==> config.mk <==
export PLATFORM = sky130hd
export DESIGN_NAME = dce_top
export DESIGN_NICKNAME = d
export VERILOG_FILES = /design/src/rtl/dce_pkg.sv /design/src/rtl/dce_edge_detect.sv /design/src/rtl/dce_switch_ctrl.sv /design/src/rtl/dce_top.sv
export VERILOG_INCLUDE_DIRS = /design/src /design/src/rtl
export SDC_FILE = /design/constraint.sdc
export NUM_CORES = 1
export LEC_CHECK = 0
export BUFFER_PORTS_ARGS = -buffer_cell sky130_fd_sc_hd__clkbuf_2
export CORE_MARGIN = 5
export CORE_UTILIZATION = 50
export CTS_CLUSTER_DIAMETER = 200
export CTS_CLUSTER_SIZE = 24
export DETAILED_ROUTE_END_ITERATION = 12
export PLACE_DENSITY = 0.84
export SLEW_MARGIN = 20
export SYNTH_ARGS = -nofsm -noshare
export SYNTH_HDL_FRONTEND = slang
export SYNTH_SLANG_ARGS = --single-unit
==> constraint.sdc <==
create_clock -name i_ref_clk -period 10.03 [get_ports i_ref_clk]
set_input_delay 2.006 -clock i_ref_clk [delete_from_list [all_inputs] [get_ports i_ref_clk]]
set_output_delay 2.006 -clock i_ref_clk [all_outputs]
set_load 0.02 [all_outputs]
==> src/rtl/dce_defines.svh <==
// constants for the dual comparator event control block
// Contract
// RULE1: two comparators, combinable into one window comparator with two thresholds
// RULE2: a crossing gives a rising or falling output edge, per polarity setting
// RULE3: each comparator raises its own interrupt, able to wake from halt
// RULE4: second output routes to timer one break/clear or timer two/three capture 2
// RULE5: second comparator speed setting is software programmable
// RULE6: with converter enabled, it owns fifteen switches, closing at most one
// RULE7: software avoids first comparator with converter, except group 8 window
// RULE8: software avoids second comparator with converter, except group 8 input
// RULE9: software connects reference, closes switch fourteen and group switch first
// RULE10: software may enable interrupt, then nonzero edge field enables comparator
// RULE11: input channel may change while a comparator is enabled
// RULE12: software first selects second comparator inverting source, three bits
// RULE13: second non-inverting input comes only from group 8 pins
// RULE14: software sets window enable after reference and inverting source setup
// RULE15: in window mode only group 8 pins serve as shared input
// RULE16: window codes above 10,00 below 00,01 inside 01,10 outside 10,01
// RULE17: wait modes leave comparators alone; any comparator interrupt exits them
// RULE18: halt modes leave comparators alone; any comparator interrupt exits them
// RULE19: with reference stopped by ultra-low-power bit, no halt wakeup
// RULE20: first event flag gated by its enable is a wait and halt exit source
// RULE21: second event flag gated by its enable is a wait and halt exit source
// RULE22: edge field 00 off, 01 falling, 10 rising, 11 both edges
// RULE23: flag set on selected edge, cleared only by writing zero
// RULE24: route field 00 timer two, 01 timer three, 10 break, 11 reference clear
// RULE25: read-only bit per comparator mirrors its current output level
// RULE26: comparator outputs pass two flip-flops before edge detection
// RULE27: reset clears enables, edge fields and flags
`ifndef DCE_DEFINES_SVH
`define DCE_DEFINES_SVH
`define DCE_OFS_FIRST 32'h0000_0000
`define DCE_OFS_SECOND 32'h0000_0004
`define DCE_OFS_SHARED 32'h0000_0008
`define DCE_OFS_SWITCH 32'h0000_000C
`define DCE_OFS_POWER 32'h0000_0010
`define DCE_BIT_IE 5
`define DCE_BIT_EF 4
`define DCE_BIT_OUT 3
`define DCE_BIT_AUX 2
`define DCE_RST_FIRST 8'h00
`define DCE_RST_SECOND 8'h00
`define DCE_RST_SHARED 8'hC0
`define DCE_EDGE_OFF 2'b00
`define DCE_EDGE_FALL 2'b01
`define DCE_EDGE_RISE 2'b10
`define DCE_EDGE_BOTH 2'b11
`define DCE_ROUTE_T2 2'b00
`define DCE_ROUTE_T3 2'b01
`define DCE_ROUTE_BRK 2'b10
`define DCE_ROUTE_CLR 2'b11
`define DCE_NUM_SW 15
`define DCE_SW_FOURTEEN 14
`define DCE_RESP_OKAY 2'b00
`define DCE_RESP_SLVERR 2'b10
`endif

==> src/rtl/dce_pkg.sv <==
// types shared by the comparator event control block
package dce_pkg;
   typedef struct packed {
      logic [1:0] edge_sel;
      logic irq_en;
      logic aux;
   } dce_cmp_cfg_type;
   typedef struct packed {
      logic [1:0] second_output_route;
      logic [2:0] second_inverting_source;
      logic reference_to_first_inverting;
      logic window_enable;
      logic reference_out_enable;
   } dce_shared_type;
   typedef enum logic [2:0] {
      DCE_IDLE = 3'b001,
      DCE_WRESP = 3'b010,
      DCE_RRESP = 3'b100
   } dce_bus_state_type;
endpackage : dce_pkg

==> src/rtl/dce_edge_detect.sv <==
// synchroniser and selectable edge detector for one comparator output
`timescale 1ns/1ps
`include "dce_defines.svh"
module dce_edge_detect (
   input wire logic i_ref_clk,
   input wire logic i_rst,
   input wire logic i_cmp_out,
   input wire logic [1:0] i_edge_sel,
   output logic o_level,
   output logic o_event
);
   logic [2:0] sync_reg;
   logic [2:0] sync_next;
   logic rise;
   logic fall;
   always_comb begin
      sync_next = {sync_reg[1:0], i_cmp_out}; // RULE26
   end
   always_ff @(posedge i_ref_clk or posedge i_rst) begin
      if (i_rst) begin
         sync_reg <= 3'h0;
      end else begin
         sync_reg <= sync_next;
      end
   end
   // only stages one and two feed logic; stage zero is the metastable one
   assign rise = sync_reg[1] & ~sync_reg[2];
   assign fall = ~sync_reg[1] & sync_reg[2];
   assign o_level = sync_reg[1]; // RULE25
   always_comb begin
      case (i_edge_sel) // RULE22
         `DCE_EDGE_FALL: o_event = fall;
         `DCE_EDGE_RISE: o_event = rise;
         `DCE_EDGE_BOTH: o_event = rise | fall;
         default: o_event = 1'b0;
      endcase
   end
endmodule : dce_edge_detect

==> src/rtl/dce_switch_ctrl.sv <==
// analog switch driver: software set, or all switches owned by the converter, closing at most one
`timescale 1ns/1ps
`include "dce_defines.svh"
module dce_switch_ctrl (
   input wire logic i_ref_clk,
   input wire logic i_rst,
   input wire logic i_conv_enable,
   input wire logic [3:0] i_conv_channel,
   input wire logic [`DCE_NUM_SW-1:0] i_soft_set,
   output logic [`DCE_NUM_SW-1:0] o_analog_switch_set
);
   logic [`DCE_NUM_SW-1:0] sw_reg;
   logic [`DCE_NUM_SW-1:0] sw_next;
   always_comb begin
      sw_next = i_soft_set;
      if (i_conv_enable) begin
         sw_next = '0; // RULE6
         if (i_conv_channel < 4'(`DCE_NUM_SW)) begin
            sw_next[i_conv_channel] = 1'b1; // RULE6
         end
      end
   end
   always_ff @(posedge i_ref_clk or posedge i_rst) begin
      if (i_rst) begin
         sw_reg <= '0;
      end else begin
         sw_reg <= sw_next;
      end
   end
   assign o_analog_switch_set = sw_reg;
endmodule : dce_switch_ctrl

==> src/rtl/dce_top.sv <==
// comparator control, event flags, wakeup and register slave
//
// Our own choices: the address map and the AXI4-Lite register port.
`timescale 1ns/1ps
`include "dce_defines.svh"
module dce_top (
   input wire logic i_ref_clk,
   input wire logic i_rst,
   input wire logic [31:0] s_axi_awaddr,
   input wire logic s_axi_awvalid,
   output logic s_axi_awready,
   input wire logic [31:0] s_axi_wdata,
   input wire logic [3:0] s_axi_wstrb,
   input wire logic s_axi_wvalid,
   output logic s_axi_wready,
   output logic [1:0] s_axi_bresp,
   output logic s_axi_bvalid,
   input wire logic s_axi_bready,
   input wire logic [31:0] s_axi_araddr,
   input wire logic s_axi_arvalid,
   output logic s_axi_arready,
   output logic [31:0] s_axi_rdata,
   output logic [1:0] s_axi_rresp,
   output logic s_axi_rvalid,
   input wire logic s_axi_rready,
   input wire logic i_first_comparator,
   input wire logic i_second_comparator,
   input wire logic i_conv_enable,
   input wire logic [3:0] i_conv_channel,
   input wire logic i_halt_mode,
   output logic o_first_irq,
   output logic o_second_irq,
   output logic o_wakeup,
   output logic o_first_enable,
   output logic o_second_enable,
   output logic o_second_fast,
   output logic [2:0] o_second_inverting_source,
   output logic o_reference_to_first_inverting,
   output logic o_window_enable,
   output logic o_reference_out_enable,
   output logic o_timer_two_capture,
   output logic o_timer_three_capture,
   output logic o_timer_one_break_input,
   output logic o_timer_one_reference_clear,
   output logic [`DCE_NUM_SW-1:0] o_analog_switch_set
);
   dce_pkg::dce_cmp_cfg_type first_reg;
   dce_pkg::dce_cmp_cfg_type first_next;
   dce_pkg::dce_cmp_cfg_type second_reg;
   dce_pkg::dce_cmp_cfg_type second_next;
   dce_pkg::dce_shared_type shared_reg;
   dce_pkg::dce_shared_type shared_next;
   logic first_flag_reg;
   logic first_flag_next;
   logic second_flag_reg;
   logic second_flag_next;
   logic [`DCE_NUM_SW-1:0] swsoft_reg;
   logic [`DCE_NUM_SW-1:0] swsoft_next;
   logic ulp_reg;
   logic ulp_next;
   dce_pkg::dce_bus_state_type st_reg;
   dce_pkg::dce_bus_state_type st_next;
   logic aw_got_reg;
   logic aw_got_next;
   logic w_got_reg;
   logic w_got_next;
   logic [31:0] waddr_reg;
   logic [31:0] waddr_next;
   logic [31:0] wdata_reg;
   logic [31:0] wdata_next;
   logic [3:0] wstrb_reg;
   logic [3:0] wstrb_next;
   logic [1:0] bresp_reg;
   logic [1:0] bresp_next;
   logic [31:0] rdata_reg;
   logic [31:0] rdata_next;
   logic [1:0] rresp_reg;
   logic [1:0] rresp_next;
   logic [1:0] out_q_reg;
   logic [1:0] out_q_next;
   logic first_level;
   logic second_level;
   logic first_event;
   logic second_event;
   logic wr_fire;
   logic [31:0] wa;
   logic [31:0] wd;
   logic [7:0] rd_byte;

   // one synchroniser and edge detector per comparator
   dce_edge_detect u_first (
      .i_ref_clk(i_ref_clk),
      .i_rst(i_rst),
      .i_cmp_out(i_first_comparator),
      .i_edge_sel(first_reg.edge_sel),
      .o_level(first_level),
      .o_event(first_event)
   ); // RULE2
   dce_edge_detect u_second (
      .i_ref_clk(i_ref_clk),
      .i_rst(i_rst),
      .i_cmp_out(i_second_comparator),
      .i_edge_sel(second_reg.edge_sel),
      .o_level(second_level),
      .o_event(second_event)
   ); // RULE2 RULE13
   dce_switch_ctrl u_switch (
      .i_ref_clk(i_ref_clk),
      .i_rst(i_rst),
      .i_conv_enable(i_conv_enable),
      .i_conv_channel(i_conv_channel),
      .i_soft_set(swsoft_reg),
      .o_analog_switch_set(o_analog_switch_set)
   );

   // bus handshake: each address/data accepted once, in either order
   assign s_axi_awready = (st_reg == dce_pkg::DCE_IDLE) & ~aw_got_reg;
   assign s_axi_wready = (st_reg == dce_pkg::DCE_IDLE) & ~w_got_reg;
   // a read waits while a write is offered, so it is never taken and lost
   assign s_axi_arready = (st_reg == dce_pkg::DCE_IDLE) & ~aw_got_reg
      & ~w_got_reg & ~s_axi_awvalid & ~s_axi_wvalid;
   assign s_axi_bvalid = (st_reg == dce_pkg::DCE_WRESP);
   assign s_axi_rvalid = (st_reg == dce_pkg::DCE_RRESP);
   assign s_axi_bresp = bresp_reg;
   assign s_axi_rresp = rresp_reg;
   assign s_axi_rdata = rdata_reg;

   always_comb begin
      wa = s_axi_awvalid & s_axi_awready ? s_axi_awaddr : waddr_reg;
      wd = s_axi_wvalid & s_axi_wready ? s_axi_wdata : wdata_reg;
      wr_fire = (aw_got_reg | (s_axi_awvalid & s_axi_awready))
         & (w_got_reg | (s_axi_wvalid & s_axi_wready))
         & (st_reg == dce_pkg::DCE_IDLE);
   end

   always_comb begin
      st_next = st_reg;
      aw_got_next = aw_got_reg;
      w_got_next = w_got_reg;
      waddr_next = waddr_reg;
      wdata_next = wdata_reg;
      wstrb_next = wstrb_reg;
      bresp_next = bresp_reg;
      rdata_next = rdata_reg;
      rresp_next = rresp_reg;
      rd_byte = 8'h00;
      first_next = first_reg;
      second_next = second_reg;
      shared_next = shared_reg;
      swsoft_next = swsoft_reg;
      ulp_next = ulp_reg;
      first_flag_next = first_flag_reg;
      second_flag_next = second_flag_reg;
      case (st_reg)
         dce_pkg::DCE_IDLE: begin
            if (s_axi_awvalid & s_axi_awready) begin
               aw_got_next = 1'b1;
               waddr_next = s_axi_awaddr;
            end
            if (s_axi_wvalid & s_axi_wready) begin
               w_got_next = 1'b1;
               wdata_next = s_axi_wdata;
               wstrb_next = s_axi_wstrb;
            end
            if (wr_fire) begin
               aw_got_next = 1'b0;
               w_got_next = 1'b0;
               st_next = dce_pkg::DCE_WRESP;
               bresp_next = `DCE_RESP_OKAY;
               // only the byte lane zero strobe gates writes, though switch bits 14:8 sit in lane one
               if ((s_axi_wvalid & s_axi_wready ? s_axi_wstrb[0]
                     : wstrb_reg[0])) begin
                  case ({wa[31:2], 2'b00})
                     `DCE_OFS_FIRST: begin
                        first_next.irq_en = wd[`DCE_BIT_IE];
                        first_next.aux = wd[`DCE_BIT_AUX];
                        first_next.edge_sel = wd[1:0]; // RULE10
                        if (!wd[`DCE_BIT_EF]) begin
                           first_flag_next = 1'b0; // RULE23
                        end
                     end
                     `DCE_OFS_SECOND: begin
                        second_next.irq_en = wd[`DCE_BIT_IE];
                        second_next.aux = wd[`DCE_BIT_AUX]; // RULE5
                        second_next.edge_sel = wd[1:0];
                        if (!wd[`DCE_BIT_EF]) begin
                           second_flag_next = 1'b0; // RULE23
                        end
                     end
                     `DCE_OFS_SHARED: begin
                        shared_next = wd[7:0]; // RULE4 RULE11
                     end
                     `DCE_OFS_SWITCH: begin
                        swsoft_next = wd[`DCE_NUM_SW-1:0];
                     end
                     `DCE_OFS_POWER: begin
                        ulp_next = wd[0];
                     end
                     default: begin
                        bresp_next = `DCE_RESP_SLVERR;
                     end
                  endcase
               end else if ({wa[31:2], 2'b00} > `DCE_OFS_POWER) begin
                  bresp_next = `DCE_RESP_SLVERR;
               end
            end else if (s_axi_arvalid & s_axi_arready) begin
               st_next = dce_pkg::DCE_RRESP;
               rresp_next = `DCE_RESP_OKAY;
               rdata_next = 32'h0000_0000;
               case ({s_axi_araddr[31:2], 2'b00})
                  `DCE_OFS_FIRST: begin
                     rd_byte = {2'b00, first_reg.irq_en, first_flag_reg,
                        first_level, first_reg.aux,
                        first_reg.edge_sel}; // RULE25
                     rdata_next = {24'h00_0000, rd_byte};
                  end
                  `DCE_OFS_SECOND: begin
                     rd_byte = {2'b00, second_reg.irq_en, second_flag_reg,
                        second_level, second_reg.aux,
                        second_reg.edge_sel}; // RULE25
                     rdata_next = {24'h00_0000, rd_byte};
                  end
                  `DCE_OFS_SHARED: begin
                     rdata_next = {24'h00_0000, shared_reg};
                  end
                  `DCE_OFS_SWITCH: begin
                     rdata_next = {17'h0_0000, o_analog_switch_set};
                  end
                  `DCE_OFS_POWER: begin
                     rdata_next = {31'h0000_0000, ulp_reg};
                  end
                  default: begin
                     rresp_next = `DCE_RESP_SLVERR;
                  end
               endcase
            end
         end
         dce_pkg::DCE_WRESP: begin
            if (s_axi_bready) begin
               st_next = dce_pkg::DCE_IDLE;
            end
         end
         dce_pkg::DCE_RRESP: begin
            if (s_axi_rready) begin
               st_next = dce_pkg::DCE_IDLE;
            end
         end
         default: begin
            st_next = dce_pkg::DCE_IDLE;
         end
      endcase
      // a hardware event wins over a software clear in the same cycle
      if (first_event) begin
         first_flag_next = 1'b1; // RULE23
      end
      if (second_event) begin
         second_flag_next = 1'b1; // RULE23
      end
   end

   always_ff @(posedge i_ref_clk or posedge i_rst) begin
      if (i_rst) begin
         st_reg <= dce_pkg::DCE_IDLE;
         aw_got_reg <= 1'b0;
         w_got_reg <= 1'b0;
         waddr_reg <= 32'h0000_0000;
         wdata_reg <= 32'h0000_0000;
         wstrb_reg <= 4'h0;
         bresp_reg <= `DCE_RESP_OKAY;
         rdata_reg <= 32'h0000_0000;
         rresp_reg <= `DCE_RESP_OKAY;
         first_reg <= 4'(`DCE_RST_FIRST); // RULE27
         second_reg <= 4'(`DCE_RST_SECOND); // RULE27
         shared_reg <= `DCE_RST_SHARED;
         swsoft_reg <= '0;
         ulp_reg <= 1'b0;
         first_flag_reg <= 1'b0; // RULE27
         second_flag_reg <= 1'b0; // RULE27
      end else begin
         st_reg <= st_next;
         aw_got_reg <= aw_got_next;
         w_got_reg <= w_got_next;
         waddr_reg <= waddr_next;
         wdata_reg <= wdata_next;
         wstrb_reg <= wstrb_next;
         bresp_reg <= bresp_next;
         rdata_reg <= rdata_next;
         rresp_reg <= rresp_next;
         first_reg <= first_next;
         second_reg <= second_next;
         shared_reg <= shared_next;
         swsoft_reg <= swsoft_next;
         ulp_reg <= ulp_next;
         first_flag_reg <= first_flag_next;
         second_flag_reg <= second_flag_next;
      end
   end

   // interrupt requests and wakeup
   assign o_first_irq = first_flag_reg & first_reg.irq_en; // RULE20
   assign o_second_irq = second_flag_reg & second_reg.irq_en; // RULE21
   // halt wakeup needs the reference running; wait-mode wakeup does not
   assign o_wakeup = (o_first_irq | o_second_irq)
      & ~(i_halt_mode & ulp_reg); // RULE3 RULE17 RULE18 RULE19

   // nonzero edge field enables the analog comparator
   assign o_first_enable = |first_reg.edge_sel; // RULE10
   assign o_second_enable = |second_reg.edge_sel; // RULE1
   assign o_second_fast = second_reg.aux; // RULE5
   assign o_second_inverting_source =
      shared_reg.second_inverting_source; // RULE12
   assign o_reference_to_first_inverting =
      shared_reg.reference_to_first_inverting;
   assign o_window_enable = shared_reg.window_enable; // RULE1 RULE15
   assign o_reference_out_enable = shared_reg.reference_out_enable;

   // timer routing from the synchronised second level, registered
   always_comb begin
      out_q_next = out_q_reg;
      out_q_next[0] = second_level;
      // taken from the next edge field so the route drops with the enable
      out_q_next[1] = |second_next.edge_sel;
   end
   always_ff @(posedge i_ref_clk or posedge i_rst) begin
      if (i_rst) begin
         out_q_reg <= 2'b00;
      end else begin
         out_q_reg <= out_q_next;
      end
   end
   always_comb begin
      o_timer_two_capture = 1'b0;
      o_timer_three_capture = 1'b0;
      o_timer_one_break_input = 1'b0;
      o_timer_one_reference_clear = 1'b0;
      case (shared_reg.second_output_route) // RULE4 RULE24
         `DCE_ROUTE_T2: o_timer_two_capture = &out_q_reg;
         `DCE_ROUTE_T3: o_timer_three_capture = &out_q_reg;
         `DCE_ROUTE_BRK: o_timer_one_break_input = &out_q_reg;
         default: o_timer_one_reference_clear = &out_q_reg;
      endcase
   end
endmodule : dce_top

==> out/summary.md <==
Synthesis inferred 124 register bits. The area of the die was 13600 um^2. Of the cells placed in the final design, the portion with a size suffix greater than 1 is 34.8%. Family of cells with the greatest summed delay on the critical path: simple AND/OR/NAND/NOR gates. The run gives 0.186 mV as the maximum vdd drop. The floorplan has 39 rows. The number of buffers inserted by hold repair at cts is 0, and the routed wirelength normalized by instance count is 17.6 um. Once the clock tree was built, the setup fixing pass inserted 0 buffers. The clock-pin transition on the worst setup and hold timing paths works out to 0.06 ns. For the worst flop-to-flop path, the logic depth is 5. The run gives 0 as the initial antenna violation count. The fraction of synthesis flops using an asynchronous set or reset pin was 100%; the power per cell area was 235 nW/um^2. The run gives 3.65 nW as the standby leakage power. Once the floorplan was initialized, standard cells occupied 50.4% of the core. The completed layout was analyzed and its total power is 1.66 mW. Net switching is 30.6% of the power. The slowest stage of the critical path belongs to the cell sky130_fd_sc_hd__nor2_1.

The register area came out at 3110 um^2. Dividing the detail-routed via count by the number of cells gives 5.46. The top cell types in the final layout, fill and taps aside, are 143 x sky130_fd_sc_hd__clkbuf_2, 121 x sky130_fd_sc_hd__dfrtp_1, 100 x sky130_fd_sc_hd__nand2_1.

The global-route met3 utilization is 6.84%. Following the worst setup path forward leads to its endpoint at s_axi_arready. The largest total area in the synthesized netlist belongs to sky130_fd_sc_hd__dfrtp_1.

The tools report the area of the mapped netlist as 5710 um^2. The number of violations of the max-capacitance limit was 0; the die width was 117 um. Entering global routing, the biggest net connects 71 pins. The switching power total is 0.506 mW. Timing would allow up to 210 MHz.

Cell internal power was estimated by the tool at 1.15 mW. Counting flops with a built-in enable in the synthesized netlist gives 0. The first routing iteration left 244 violations. Synthesis produced a netlist whose cell count is 521.

The first detailed-routing pass ran for 4 iterations. Number of buffers created by CTS: 17. The most common cell after layout, fill and taps aside is sky130_fd_sc_hd__clkbuf_2. The mean area per synthesized cell was 11.0 um^2. Global routing used 25.3% of the available met1 tracks.

The most used routing layer was met2. Setup repair after global routing left no endpoint under its margin. The setup check on the worst reg-to-reg path leaves a slack of 6.53 ns. Setup total negative slack on the finished layout was measured at 0 ns. Once the clock tree was built, the resizer swapped 0 gates to a different size. Summing all multi-input logic gate instances after layout gives 2320 um^2. Per report_power, the sequential group accounts for 40.4% of the total.

Input and output buffers added on the ports amount to 143. Of the total power, the clock network draws 38.0%. The die height is 117 um. Summing the sequential cell areas from Yosys gives 54.5% of the chip area. The worst hold path belongs to the class flop to flop.

The largest single stage delay on the critical path is 0.24 ns. The filler cells instantiated in the layout total 862. Critical path endpoint category: an output port.

Required time at the worst-slack endpoint: 8.02 ns. The Yosys step of the flow raised 0 warnings. The final critical path takes up 47.4% of the cycle.

In this run the standard cell core region covers 11300 um^2. The total count of max-transition violations in the final report was 0; the maximum count of clock buffers along a single path was 2. Classification of the worst setup path: input pin to output port.

After synthesis, the largest area contributor takes up 53.1% of total cell area. The H-tree was split into 4 levels. The critical path crosses 4 cells after its start point. Once detail routing completed, the nets flagged for antenna violations numbered 0. Clock tree synthesis selected as its root buffer the cell sky130_fd_sc_hd__clkbuf_16. By area the synthesized netlist is led by sky130_fd_sc_hd__dfrtp_1 53%, sky130_fd_sc_hd__mux2_2 7.7%, sky130_fd_sc_hd__nand2_1 6.6%, sky130_fd_sc_hd__buf_4 2.9%, sky130_fd_sc_hd__nor4_1 2.4%.

The final setup skew was 0.0123 ns; the number of global-route vias before repair was 4666. The worst register-to-register path begins at st_reg[0]$_DFFE_PP1P_. Compared with the post-synthesis result, the final layout area differs by 23.6%. The first global-routing pass estimated 22800 um of wire.

The final route contains 4475 vias. The register with the most flip-flops in the layout has 30 of them. For this run the aggregate overflow at the end of global routing stands at 0. The finished cells cover 7050 um^2.

The run finished with clean final reports. The signal arrival time at the worst endpoint was 2.75 ns. For this design the top-level I/O count stands at 187.

TritonCTS built the clock tree. The repair_antennas step left the layout with diodes totalling 0. The weighted congestion at the end of routability-driven global placement is 0.870. Tracing the worst setup path back leads to its startpoint at s_axi_awvalid.

For this run, design rule violations remaining after detail routing come to 0. Slew at the pin closest to its max-slew limit: 1.09 ns. In this run the cell area measured after placement is 6440 um^2. In this run the worst path has a maximum fanout of 4.

Counting both buffers and inverters, the worst setup path holds a total of 2. The worst setup path is launched from an input pin. The most common cell type on the critical path was sky130_fd_sc_hd__clkbuf_2. For this run, global-route usage on met2 was measured as 37.8%. After layout, the worst setup slack is 5.27 ns. The number of hold violations in the final report was 0; the total clock sinks was 124. The minimum clock period after layout is 4.76 ns, and the insertion delay of the later-clocked pin in the worst-skew pair is 0.41 ns. At the end of the flow, the number of nets in the layout was 782. Among all flip-flop cells after synthesis, the most frequent one is sky130_fd_sc_hd__dfrtp_1.

The routed design has 14400 um of wire. Measured against its own limit, the worst slew margin works out to 27.0%. The worst slack at placement is 5.25 ns. The endpoint identified for the worst register-to-register timing path is swsoft_reg[7]$_DFFE_PP0P_.

Once detailed placement completed, the half-perimeter wirelength came to 10500 um. Setup violations remaining at the end of the flow were counted as 0. Yosys mapped the design onto 57 distinct sky130hd cell types. The total routing usage reported by global routing came out at 21.8%. Walking the worst path, the cells encountered are clkbuf_2, nor2_1, and3b_1, clkbuf_2. The combinational share of power came out at 21.6%.
how the worst min path moves through the flow:
| stage | start | endpoint | slack (ns) | cells past startpoint |
|---|---|---|---|---|
| floorplan | u_first.sync_reg[0]$_DFF_PP0_ | u_first.sync_reg[1]$_DFF_PP0_ | 0.33 | 0 |
| global placement | u_second.sync_reg[0]$_DFF_PP0_ | u_second.sync_reg[1]$_DFF_PP0_ | 0.34 | 0 |
| detailed placement | u_first.sync_reg[0]$_DFF_PP0_ | u_first.sync_reg[1]$_DFF_PP0_ | 0.34 | 0 |
| CTS | u_first.sync_reg[0]$_DFF_PP0_ | u_first.sync_reg[1]$_DFF_PP0_ | 0.35 | 0 |
| global route | u_first.sync_reg[0]$_DFF_PP0_ | u_first.sync_reg[1]$_DFF_PP0_ | 0.37 | 0 |
| finish | u_second.sync_reg[0]$_DFF_PP0_ | u_second.sync_reg[1]$_DFF_PP0_ | 0.35 | 0 |
stage by stage:
step	hold slack (ns)	std cells	utilization, %
finish	0.350	819	62.3
global route	0.371	819	62.3
CTS	0.350	819	62.3
detailed placement	0.337	787	56.9
global placement	0.336	787	56.9
floorplan	0.331	539	-
worst register-to-register path, delay by kind of cell (launching register included):
family,cells,cell delay [ns]
mux,1,0.38
flops,1,0.55
compound gates,1,0.41
simple gates,3,2.04
cells in the mapped netlist (all sizes together), types with 3 or more instances:
library cell and instances:
nor3 3, a21oi 8, nor2 21, inv 25, o211ai 3, dfstp 3
nor2b 9, and2 3, a21o 4, o21ai 22, nor3b 4, nand2 100
nand4 10, mux2i 5, mux2 49, a22o 12, mux4 6, buf 25
ha 4, dfrtp 121, nor4 25, clkbuf 15, nand3 12
final cells by class:
type / count / share of cell area [%]
clock buffer: 20 / 6.48
clock inverter: 12 / 2.25
inverter: 25 / 1.37
multi-input combinational: 350 / 33.0
sequential: 124 / 44.0
tap: 143 / 2.54
timing repair buffer: 145 / 10.4
routing by layer:
| metal | vias up | wire, um |
|---|---|---|
| met4 | 0 | 315 |
| met1 | 2219 | 5560 |
| met2 | 152 | 7540 |
| li1 | 2075 | - |
| met3 | 29 | 995 |
| met5 | - | 0 |
power groups by stage:
stage | logic (mW) | clock network [mW] | registers (mW)
after floorplan | 0.264 | 0 | 0.661
after global placement | 0.336 | 0 | 0.666
after detailed placement | 0.355 | 0 | 0.675
after CTS | 0.361 | 0.640 | 0.668
after global routing | 0.402 | 0.665 | 0.681
final | 0.358 | 0.629 | 0.669
logic make-up after synthesis:
| kind of cell | after synthesis | share of synthesized area, % |
|---|---|---|
| adders and majority gates | 4 | 0.877 |
| AOI/OAI and AO/OA | 66 | 7.98 |
| muxes | 60 | 12.9 |
| other | 1 | 0.0657 |
| and+or+nand+nor | 201 | 17.7 |
| DFF | 124 | 54.5 |
| buffers and inverters | 65 | 5.99 |
No activity file was read; power rests on OpenSTA's default activity.
